File: src/hw/aid_regs.vh
// Purpose: Constants for the identification block builder
// Assumes: Word-indexed register port, 16-bit data
// Notes:   Offsets are word indices on the register port
`ifndef AID_REGS_VH
`define AID_REGS_VH

// Register port offsets
`define AID_A_XFER      8'h00
`define AID_A_MULT      8'h01
`define AID_A_FEAT85    8'h02
`define AID_A_FEAT86    8'h03
`define AID_A_GEN_LO    8'h04
`define AID_A_GEN_HI    8'h10
`define AID_A_STATUS    8'h11
`define AID_A_STR_LO    8'h40
`define AID_A_STR_HI    8'h61

// Generic value register indices (offset minus AID_A_GEN_LO)
`define AID_G_CYL       4'h0
`define AID_G_HEADS     4'h1
`define AID_G_CUR_CYL   4'h2
`define AID_G_CUR_HEAD  4'h3
`define AID_G_CUR_SPT   4'h4
`define AID_G_CUR_CAPL  4'h5
`define AID_G_CUR_CAPH  4'h6
`define AID_G_LBA_LO    4'h7
`define AID_G_LBA_HI    4'h8
`define AID_G_ERASE     4'h9
`define AID_G_APM       4'hA
`define AID_G_AAM       4'hB
`define AID_G_SEC       4'hC
`define AID_GEN_NUM     13

// String storage
`define AID_STR_NUM     34
`define AID_STR_FW_BASE 8'h0A
`define AID_SPACE2      16'h2020

// Transfer mode codes
`define AID_XM_PIO      4'h0
`define AID_XM_MW0      4'h1
`define AID_XM_UD0      4'h4
`define AID_XM_UD5      4'h9

// Reset values
`define AID_MULT_RST    9'h010
`define AID_FEAT85_RST  16'h346B
`define AID_FEAT86_RST  16'h0000
`define AID_ERASE_RST   16'h0004
`define AID_WORD93_RST  16'h0000

// Writable masks
`define AID_FEAT85_MASK 16'h346B
`define AID_FEAT86_MASK 16'h0308
`define AID_RST_MASK    16'h1FFF

// Identify word indices
`define AID_W_SER_LO    8'd10
`define AID_W_SER_HI    8'd19
`define AID_W_FW_LO     8'd23
`define AID_W_MOD_HI    8'd46
`define AID_W_LAST      8'hFF

// Fixed identify word values
`define AID_V_W0        16'h045A
`define AID_V_W6        16'h003F
`define AID_V_W20       16'h0003
`define AID_V_W21       16'h1000
`define AID_V_W22       16'h0004
`define AID_V_W47       16'h8010
`define AID_V_W49       16'h0B00
`define AID_V_W50       16'h4000
`define AID_V_W51       16'h0200
`define AID_V_W53       16'h0007
`define AID_V_W64       16'h0003
`define AID_V_W65       16'h0078
`define AID_V_W67       16'h00F0
`define AID_V_W80       16'h003E
`define AID_V_W81       16'h0015
`define AID_V_W82       16'h346B
`define AID_V_W83       16'h4108
`define AID_V_W84       16'h4000
`define AID_V_MW_SUP    3'h7
`define AID_V_UD_SUP    6'h3F

`endif

File: src/hw/aid_identify_builder.v
// Purpose: Builds the 256-word identification block and streams it in order
// Assumes: Register port and identify port synchronous to ref_clk
// Notes:   Strings are loaded by firmware; reset fills them with spaces
//
// The strobed register port and the register addresses are this design's own decisions.
`timescale 1ns/100ps
`include "aid_regs.vh"

module aid_identify_builder (
    input wire ref_clk,
    input wire rst,
    input wire [7:0] reg_addr,
    input wire [15:0] reg_wdata,
    input wire reg_wr,
    input wire reg_rd,
    output reg [15:0] reg_rdata,
    input wire hw_reset_active,
    input wire [15:0] reset_result,
    input wire id_start,
    input wire id_rd,
    output reg [15:0] id_data,
    output reg id_valid,
    output reg id_busy,
    output reg id_done
);

    ////////////////////////////////////////////////////////////////////////
    // Decoding functions

    // Selected bits {ultra[5:0], multiword[2:0]}; one-hot or all clear
    function [8:0] mode_sel;
        input [3:0] code;
        begin
            mode_sel = 9'h000;
            if (code >= `AID_XM_UD0 && code <= `AID_XM_UD5) begin
                mode_sel[3 + code - `AID_XM_UD0] = 1'b1;
            end else if (code >= `AID_XM_MW0 && code < `AID_XM_UD0) begin
                mode_sel[code - `AID_XM_MW0] = 1'b1;
            end
        end
    endfunction

    function mode_ok;
        input [3:0] code;
        begin
            mode_ok = (code <= `AID_XM_UD5);
        end
    endfunction

    // Power-of-two block sizes 2..16 only
    function mult_ok;
        input [7:0] cnt;
        begin
            mult_ok = (cnt == 8'h02) || (cnt == 8'h04) || (cnt == 8'h08) || (cnt == 8'h10);
        end
    endfunction

    ////////////////////////////////////////////////////////////////////////
    // Settings registers

    reg [3:0] xfer_reg;
    reg [8:0] mult_reg;
    reg [15:0] feat85_reg;
    reg [15:0] feat86_reg;
    reg [15:0] word93_reg;
    reg reject_reg;
    reg [7:0] word_idx_reg;
    reg [15:0] gen_reg [0:`AID_GEN_NUM-1];
    reg [15:0] str_reg [0:`AID_STR_NUM-1];

    wire in_gen = (reg_addr >= `AID_A_GEN_LO) && (reg_addr <= `AID_A_GEN_HI);
    wire in_str = (reg_addr >= `AID_A_STR_LO) && (reg_addr <= `AID_A_STR_HI);
    wire [7:0] gen_off = reg_addr - `AID_A_GEN_LO;
    wire [3:0] gen_idx = gen_off[3:0];
    wire [7:0] str_idx = reg_addr - `AID_A_STR_LO;

    always @(posedge ref_clk) begin
        if (rst) begin
            xfer_reg <= `AID_XM_PIO;
            mult_reg <= `AID_MULT_RST;
            feat85_reg <= `AID_FEAT85_RST;
            feat86_reg <= `AID_FEAT86_RST;
            reject_reg <= 1'b0;
        end else if (reg_wr) begin
            if (reg_addr == `AID_A_XFER) begin
                // Unknown codes leave the mode in force untouched
                if (mode_ok(reg_wdata[3:0])) begin
                    xfer_reg <= reg_wdata[3:0];
                end
                reject_reg <= ~mode_ok(reg_wdata[3:0]);
            end else if (reg_addr == `AID_A_MULT) begin
                if (mult_ok(reg_wdata[7:0])) begin
                    mult_reg <= reg_wdata[8:0];
                end else begin
                    mult_reg[8] <= reg_wdata[8];
                end
                reject_reg <= ~mult_ok(reg_wdata[7:0]);
            end else if (reg_addr == `AID_A_FEAT85) begin
                feat85_reg <= reg_wdata & `AID_FEAT85_MASK;
            end else if (reg_addr == `AID_A_FEAT86) begin
                feat86_reg <= reg_wdata & `AID_FEAT86_MASK;
            end
        end
    end

    // Result bits are frozen outside hardware reset; upper cable bits follow live
    always @(posedge ref_clk) begin
        if (rst) begin
            word93_reg <= `AID_WORD93_RST;
        end else begin
            word93_reg[15:13] <= reset_result[15:13];
            if (hw_reset_active) begin
                word93_reg[12:0] <= reset_result[12:0];
            end
        end
    end

    genvar gi;
    generate
        for (gi = 0; gi < `AID_GEN_NUM; gi = gi + 1) begin : g_gen
            always @(posedge ref_clk) begin
                if (rst) begin
                    gen_reg[gi] <= (gi == `AID_G_ERASE) ? `AID_ERASE_RST : 16'h0000;
                end else if (reg_wr && in_gen && gen_idx == gi) begin
                    gen_reg[gi] <= reg_wdata;
                end
            end
        end
        for (gi = 0; gi < `AID_STR_NUM; gi = gi + 1) begin : g_str
            always @(posedge ref_clk) begin
                if (rst) begin
                    str_reg[gi] <= `AID_SPACE2;
                end else if (reg_wr && in_str && str_idx == gi) begin
                    str_reg[gi] <= reg_wdata;
                end
            end
        end
    endgenerate

    ////////////////////////////////////////////////////////////////////////
    // Register read port, data one cycle after the strobe

    wire [15:0] status_val = {5'h00, id_done, id_busy, reject_reg, word_idx_reg};
    reg [15:0] rdata_next;

    // Idle cycles read zero so a stale value is never taken for data
    always @* begin
        rdata_next = 16'h0000;
        if (!reg_rd) begin
            rdata_next = 16'h0000;
        end else if (reg_addr == `AID_A_XFER) begin
            rdata_next = {12'h000, xfer_reg};
        end else if (reg_addr == `AID_A_MULT) begin
            rdata_next = {7'h00, mult_reg};
        end else if (reg_addr == `AID_A_FEAT85) begin
            rdata_next = feat85_reg;
        end else if (reg_addr == `AID_A_FEAT86) begin
            rdata_next = feat86_reg;
        end else if (in_gen) begin
            rdata_next = gen_reg[gen_idx];
        end else if (reg_addr == `AID_A_STATUS) begin
            rdata_next = status_val;
        end else if (in_str) begin
            rdata_next = str_reg[str_idx[5:0]];
        end else begin
            rdata_next = 16'h0000;
        end
    end

    always @(posedge ref_clk) begin
        if (rst) begin
            reg_rdata <= 16'h0000;
        end else begin
            reg_rdata <= rdata_next;
        end
    end

    ////////////////////////////////////////////////////////////////////////
    // Identify word assembly

    reg [15:0] word_val;
    wire [8:0] sel = mode_sel(xfer_reg);
    wire [7:0] s_ser = word_idx_reg - `AID_W_SER_LO;
    wire [7:0] s_fw = word_idx_reg - `AID_W_FW_LO + `AID_STR_FW_BASE;

    // Live words follow the settings in force when the word is fetched
    wire [15:0] live_w59 = {7'h00, mult_reg};
    wire [15:0] live_w63 = {5'h00, sel[2:0], 5'h00, `AID_V_MW_SUP};
    wire [15:0] live_w85 = feat85_reg & `AID_FEAT85_MASK;
    wire [15:0] live_w86 = feat86_reg & `AID_FEAT86_MASK;
    wire [15:0] live_w88 = {2'b00, sel[8:3], 2'b00, `AID_V_UD_SUP};
    wire [15:0] live_w91 = {8'h00, gen_reg[`AID_G_APM][7:0]};
    wire [15:0] live_w94 = {8'h00, gen_reg[`AID_G_AAM][7:0]};

    always @* begin
        word_val = 16'h0000;
        if (word_idx_reg >= `AID_W_SER_LO && word_idx_reg <= `AID_W_SER_HI) begin
            word_val = str_reg[s_ser[5:0]];
        end else if (word_idx_reg >= `AID_W_FW_LO && word_idx_reg <= `AID_W_MOD_HI) begin
            word_val = str_reg[s_fw[5:0]];
        end else begin
            case (word_idx_reg)
                8'd0: word_val = `AID_V_W0;
                8'd1: word_val = gen_reg[`AID_G_CYL];
                8'd3: word_val = gen_reg[`AID_G_HEADS];
                8'd6: word_val = `AID_V_W6;
                8'd20: word_val = `AID_V_W20;
                8'd21: word_val = `AID_V_W21;
                8'd22: word_val = `AID_V_W22;
                8'd47: word_val = `AID_V_W47;
                8'd49: word_val = `AID_V_W49;
                8'd50: word_val = `AID_V_W50;
                8'd51: word_val = `AID_V_W51;
                8'd52: word_val = `AID_V_W51;
                8'd53: word_val = `AID_V_W53;
                8'd54: word_val = gen_reg[`AID_G_CUR_CYL];
                8'd55: word_val = gen_reg[`AID_G_CUR_HEAD];
                8'd56: word_val = gen_reg[`AID_G_CUR_SPT];
                8'd57: word_val = gen_reg[`AID_G_CUR_CAPL];
                8'd58: word_val = gen_reg[`AID_G_CUR_CAPH];
                8'd59: word_val = live_w59;
                8'd60: word_val = gen_reg[`AID_G_LBA_LO];
                8'd61: word_val = gen_reg[`AID_G_LBA_HI];
                8'd63: word_val = live_w63;
                8'd64: word_val = `AID_V_W64;
                8'd65: word_val = `AID_V_W65;
                8'd66: word_val = `AID_V_W65;
                8'd67: word_val = `AID_V_W67;
                8'd68: word_val = `AID_V_W65;
                8'd80: word_val = `AID_V_W80;
                8'd81: word_val = `AID_V_W81;
                8'd82: word_val = `AID_V_W82;
                8'd83: word_val = `AID_V_W83;
                8'd84: word_val = `AID_V_W84;
                8'd85: word_val = live_w85;
                8'd86: word_val = live_w86;
                8'd87: word_val = `AID_V_W84;
                8'd88: word_val = live_w88;
                8'd89: word_val = gen_reg[`AID_G_ERASE];
                8'd91: word_val = live_w91;
                8'd93: word_val = word93_reg;
                8'd94: word_val = live_w94;
                8'd128: word_val = gen_reg[`AID_G_SEC];
                default: word_val = 16'h0000;
            endcase
        end
    end

    ////////////////////////////////////////////////////////////////////////
    // Identify stream, one word per read strobe, ascending

    reg [7:0] word_idx_next;
    reg busy_next;
    reg done_next;
    wire take_word = id_rd && id_busy && !id_start;
    wire last_word = (word_idx_reg == `AID_W_LAST);

    always @* begin
        word_idx_next = word_idx_reg;
        busy_next = id_busy;
        done_next = id_done;
        if (id_start) begin
            // Restart wins over a read in the same cycle
            word_idx_next = 8'h00;
            busy_next = 1'b1;
            done_next = 1'b0;
        end else if (take_word) begin
            word_idx_next = word_idx_reg + 8'h01;
            if (last_word) begin
                busy_next = 1'b0;
                done_next = 1'b1;
            end
        end
    end

    // Data holds between words so a slow host may sample late
    always @(posedge ref_clk) begin
        if (rst) begin
            word_idx_reg <= 8'h00;
            id_busy <= 1'b0;
            id_done <= 1'b0;
            id_valid <= 1'b0;
            id_data <= 16'h0000;
        end else begin
            word_idx_reg <= word_idx_next;
            id_busy <= busy_next;
            id_done <= done_next;
            id_valid <= take_word;
            if (take_word) begin
                id_data <= word_val;
            end
        end
    end

endmodule // aid_identify_builder

File: config.mk
export PLATFORM = sky130hd
export DESIGN_NAME = aid_identify_builder
export DESIGN_NICKNAME = d
export VERILOG_FILES = /design/src/hw/aid_identify_builder.v
export VERILOG_INCLUDE_DIRS = /design/src /design/src/hw
export SDC_FILE = /design/constraint.sdc
export NUM_CORES = 2
export LEC_CHECK = 0
export BUFFER_PORTS_ARGS = -buffer_cell sky130_fd_sc_hd__clkbuf_2
export CORE_MARGIN = 2
export CORE_UTILIZATION = 40
export CTS_CLUSTER_DIAMETER = 30
export CTS_CLUSTER_SIZE = 40
export DETAILED_ROUTE_END_ITERATION = 8
export SYNTH_ARGS = -nofsm -noshare
export SYNTH_HDL_FRONTEND = slang
export SYNTH_SLANG_ARGS = --single-unit
File: constraint.sdc
create_clock -name ref_clk -period 4.9 [get_ports ref_clk]
set_input_delay 1.47 -clock ref_clk [delete_from_list [all_inputs] [get_ports ref_clk]]
set_output_delay 1.47 -clock ref_clk [all_outputs]
set_load 0.05 [all_outputs]
## Word level (Yosys, flattened, before mapping)

Memory sizes are Yosys's and may differ from the RTL's.
Cells that the tools add are included.
W data, S select, Z words.

- Add/sub/neg operators: 9
- $lt $le $gt $ge: 17
- Equal/unequal tests: 94
- Multiplexer cells: 211
- Bitwise operators: 53
- Reductions and logical operators: 86

Operators with widths:

| cell | number |
|---|---|
| $mux W16 | 54 |
| $pmux W16 S35 | 1 |
| $eq A8 B5 Y1 const B | 21 |
| $mux W1 | 150 |
| $eq A8 B7 Y1 const B | 18 |
| $eq A8 B6 Y1 const B | 17 |
| $eq A8 B4 Y1 const B | 9 |
| $logic_and A1 B1 Y1 | 59 |
| $eq A8 B2 Y1 const B | 6 |
| $eq A8 B3 Y1 const B | 6 |
| $or A1 B1 Y1 | 47 |
| $ge A32 B1 Y1 const B | 1 |
| $lt A32 B5 Y1 const B | 1 |
| $mux W9 | 3 |
| $eq A8 B1 Y1 const B | 3 |
| $logic_not A8 Y1 | 3 |
| $eq A4 B4 Y1 const B | 5 |
| $eq A4 B3 Y1 const B | 4 |
| $eq A8 B8 Y1 const B | 2 |
| $le A8 B5 Y1 const B | 2 |
| $reduce_or A3 Y1 | 3 |
| $add A8 B1 Y8 const B | 1 |
| $demux W1 S4 | 2 |
| $eq A4 B2 Y1 const B | 2 |
| other kinds (32) | 50 |

- Register bits after elaboration: 84
- Memory bits (writable): 752
- Output and inout bits: 35
- Memories: 2

Memories:

| memory | depth | width | read ports | clocked after Yosys merged registers in | wr ports | RTL line | text |
|---|---|---|---|---|---|---|---|
| str_reg | 34 | 16 | 3 | 0 | 34 | aid_identify_builder.v:69 | `` reg [15:0] str_reg [0:`AID_STR_NUM-1]; `` |
| gen_reg | 13 | 16 | 14 | 0 | 13 | aid_identify_builder.v:68 | `` reg [15:0] gen_reg [0:`AID_GEN_NUM-1]; `` |

## Depth between registers and ports, before layout

- Word-level depth: 10
- Mapped depth: 18
- Gate-level depth less buffers: 9

## Worst setup path after synthesis

No wires, ideal clock.

- Kind: input -> register
- Start: in reg_addr[3]
- End: mem str_reg[33][0], enable pin
- Setup time: 411 ps
- Arrival: 4,677 ps
- Slack: -188 ps
- Stages: 9
- Buffers on the path: 3
- Cells stage by stage: inv_2 > buf_2 > clkbuf_1 > ha_1 > clkbuf_1 > nor3b_2 > o21a_1 > nand4b_1 > o21ai_0

RTL lines:

| element | RTL line | text |
|---|---|---|
| start: declaration | aid_identify_builder.v:12 | `input wire [7:0] reg_addr,` |
| end: declaration | aid_identify_builder.v:69 |  |

## Worst setup path after layout

- Start: in reg_addr[1]
- End: reg reg_rdata[15]

- Word-level cells in the longest chain between the ends: 7
- Elaborated cells between the ends (all ways): 21
- Those cells by class: add/sub: 2; order compare: 4; eq/ne: 4; mux: 5; reduce/logical: 4; memory: 2

Ends and longest elaborated chain:

| element | RTL line | text |
|---|---|---|
| $sub A8 B7 Y8 (no source line), or another cell as far along | - |  |
| $mem_v2 Z34 W16 / $logic_and A1 B1 Y1 (equally long branches) | - |  |
| $mux W16 | aid_identify_builder.v:163 | `end else if (in_str) begin` |
| $mux W16 | aid_identify_builder.v:161 | `` end else if (reg_addr == `AID_A_STATUS) begin `` |
| $mux W16 | aid_identify_builder.v:159 | `end else if (in_gen) begin` |
| $mux W16 | aid_identify_builder.v:157 | `` end else if (reg_addr == `AID_A_FEAT86) begin `` |
| $mux W16 | aid_identify_builder.v:155 | `` end else if (reg_addr == `AID_A_FEAT85) begin `` |
| end signal: assignment | aid_identify_builder.v:174 | `reg_rdata <= rdata_next;` |
| end: declaration | aid_identify_builder.v:16 | `output reg [15:0] reg_rdata,` |

Several ways; a longest one is shown, not always the timed one.
A chain may end at the register's enable or synchronous reset.

==> impl_metrics.py <==
metrics = {
    "timing": {
        "rsz0062_at_grt": "false",
        "fin_setup_tns_ns": 0,
        "fmax_mhz": 221,
        "slew_viol_final": 0,
        "period_needed_ns": 4.52,
        "min_period_over_period_pct": 92.3,
        "setup_viol": 0,
        "skew_ns": 0.0482,
        "hold_violations": 0,
        "setup_slack_ns": 0.376,
        "tightest_slew_ns": 1.32,
        "slew-limit-headroom_pct": 11.8,
    },
    "hold_path": {
        "min-delay-start": "feat85_reg[10]",
        "min_path_type": "register to register",
        "min_to": "feat85_reg[10]",
        "hold_path_depth": 2,
    },
    "critical_path": {
        "cp_data_required_time_ns": 5.44,
        "start_kind": "primary input",
        "cp-end-kind": "register",
        "cpMostUsedCell": "mux4_2",
        "cp_top_family": "compound AO/OA/AOI/OAI gates",
        "path_class": "primary input to register",
        "worstReg2RegEnd": "id_data[4]",
        "cp.depth": 6,
        "slowest_stage": "o311ai_0",
        "critPathBufInv": 2,
        "max_stage_delay_ns": 1.07,
        "cp_max_fo": 49,
        "critPathArrivalTime_ns": 5.06,
        "reg2reg_from": "word_idx_reg[3]",
        "path_cells": "buf_8 > buf_12 > mux4_2 > mux4_2 > o311ai_0 > o21ai_1",
        "ff2ff_setup_slack_ns": 0.51,
        "reg2reg_depth": 7,
    },
    "placed_design": {
        "place_congestion": 1.06,
        "io_buffers": 81,
        "placedInstanceArea_sq_um": 52200,
        "dp_hpwl_microns": 140000,
        "place_ws_ns": -0.175,
        "dp.cells": 5082,
    },
    "yosys": {
        "synth.yosys.seq_area_share_pct": 49.5,
        "synth_ff_type": "edfxtp_1",
        "synth_seq_cells": 836,
        "ys_warn_count": 0,
        "synth_top_area_share_pct": 46.1,
        "yosysUniqueCellTypes": 85,
        "async_flop_share_pct": 0,
        "yosysTopAreaCell": "edfxtp_1",
        "synth_nets": 3564,
        "synth_area_sq_um": 49000,
        "synth.area.top_cells": "edfxtp_1 (46%), mux4_2 (24%), and2_1 (8.2%), dfxtp_1 (3.4%), mux2i_1 (2.1%)",
        "syn_area_per_cell_sq_um": 14.0,
        "synth_cells": 3504,
        "synth_edf_count": 752,
    },
    "clocking": {
        "htreeDepth": 4,
        "numCtsBuffers": 198,
        "insertion_delay_ns": 0.82,
        "numClockSinks": 836,
        "cts_buffer_depth": 3,
        "root_buffer": "clkbuf_16",
        "post_cts_buffers": 0,
        "cts.clk_slew.worst_paths_ns": 0.05,
        "cts_tree": "done",
        "cts_hold_buf": 0,
        "cts_resized": 0,
    },
    "global_route": {
        "grt_pass1_vias": 35900,
        "antenna_found_initial": 21,
        "overflow": 0,
        "track_usage_pct": 32.7,
        "grt_pass1_wl_microns": 286000,
        "grt_max_degree": 107,
    },
    "pwr": {
        "p_seq_share_pct": 35.0,
        "p_int_w": 0.0182,
        "irDropWorstVdd_v": 0.000392,
        "power.density_nw_per_um2": 406,
        "switching_power_w": 0.00590,
        "post-layout-total-power_w": 0.0241,
        "p_leak_nw": 20.1,
        "switching_share_pct": 24.5,
        "combPwrFrac_pct": 7.8,
        "p_clk_share_pct": 57.2,
    },
    "job": {
        "maxCapViolCount": 0,
    },
    "routing": {
        "wirelength_microns": 206000,
        "dr_total_vias": 37000,
        "vias_per_cell": 6.77,
        "antenna_left": 0,
        "wl_per_cell_microns": 37.7,
        "drcViolationCount": 0,
        "drt_pass1_iterations": 9,
        "drtIter0Drc": 6413,
    },
    "layout": {
        "finalNonFillerCells": 5467,
        "layout_common_cells": "edfxtp_1 (752), and2_1 (646), mux4_2 (515), buf_4 (215), clkbuf_16 (202)",
        "drive_gt1_share_pct": 33.1,
        "final_common_cell": "edfxtp_1",
        "fin_nets": 3718,
        "largest_reg_flops": 544,
        "syn_to_final_growth_pct": 21.0,
        "final_cell_area_sq_um": 59300,
    },
    "status": {
        "status": "finished clean",
    },
    "floorplanning": {
        "dieArea_sq_um": 125000,
        "start_util_pct": 40.3,
        "rows": 128,
        "core_area_sq_um": 122000,
        "die_h_microns": 354,
        "die_w_microns": 354,
        "ios": 82,
    },
}
==> power by group through the flow <==
stage	combinational (W)	sequential, W	clock (W)
2_1_floorplan	0.00105	0.00841	0
3_5_place_dp	0.00180	0.00853	0
3_3_place_gp	0.00180	0.00850	0
4_1_cts	0.00181	0.00841	0.0138
5_1_grt	0.00189	0.00845	0.0142
6_report	0.00188	0.00843	0.0138
==> how the worst max path moves through the flow <==
stage | from | end | slack [ns]
after floorplan | reg_addr[3] | str_reg[18][0] | -0.17
after global placement | reg_addr[1] | reg_rdata[15] | -0.21
after detailed placement | reg_addr[1] | reg_rdata[15] | -0.17
after CTS | reg_addr[1] | reg_rdata[15] | 0.67
after global routing | reg_addr[1] | reg_rdata[15] | 0.50
final | reg_addr[1] | reg_rdata[15] | 0.38
==> cell families after synthesis <==
kind of cell	after synthesis	share of synthesized area (%)
XOR/XNOR	15	0.299
AND/OR/NAND/NOR	1212	14.1
AO/OA/AOI/OAI	396	5.56
adder cells (fa/ha/maj)	13	0.332
buffers and inverters	393	3.75
multiplexers	639	26.4
flip-flops	836	49.5
==> metrics by stage <==
step,util (%),hold WS [ns]
after CTS,48.7,0.484
final,48.7,0.487
after detailed placement,42.9,0.476
after floorplan,-,0.450
after global placement,42.9,0.472
after global routing,48.7,0.505
==> routing by layer <==
metal / up-vias / wire length, microns / global-route usage, %
met1: 18800 / 72100 / 41.1
met5: - / 117 / 0
li1: 14200 / - / -
met2: 3305 / 89400 / 47.8
met4: 18 / 13100 / 17.8
met3: 716 / 31200 / 13.7
==> cell usage after synthesis, types with 9 or more instances <==
master and count:
edfxtp_1 752, and2_1 646, mux4_2 515, clkbuf_1 257, nand2_1 129, nor2_1 123
mux2i_1 103, o21ai_0 89, dfxtp_1 84, a22oi_1 66, nor3_1 66, a21oi_1 64
or3_1 64, buf_2 58, nand3_1 43, a221oi_1 28, nand2b_1 26, buf_4 25
and3_1 22, nor2b_1 22, buf_6 21, a31oi_1 18, nand4_1 17, nor4_1 17
inv_1 16, mux2_2 15, a211oi_1 14, ha_1 13, o211ai_1 12, a2111oi_0 11
a22o_1 11, a32oi_1 11, a222oi_1 10, buf_1 9, nand3b_1 9, xnor2_1 9
==> final cells by class <==
cell class / count / area, sq um
multi-input combinational: 2275 / 23200
sequential: 836 / 24300
antenna: 12 / 30.0
fill: 10400 / 62400
clock buffer: 230 / 5230
clock inverter: 142 / 1810
tap: 1625 / 2030
timing repair buffer: 328 / 2680
inverter: 19 / 71.3
==> tightest hold or removal path, stage by stage (launching register included) <==
cell,delay (ns)
dfxtp_1,0.31
nand2_1,0.06
nand3b_1,0.06
(Power assumes the default switching activity.)
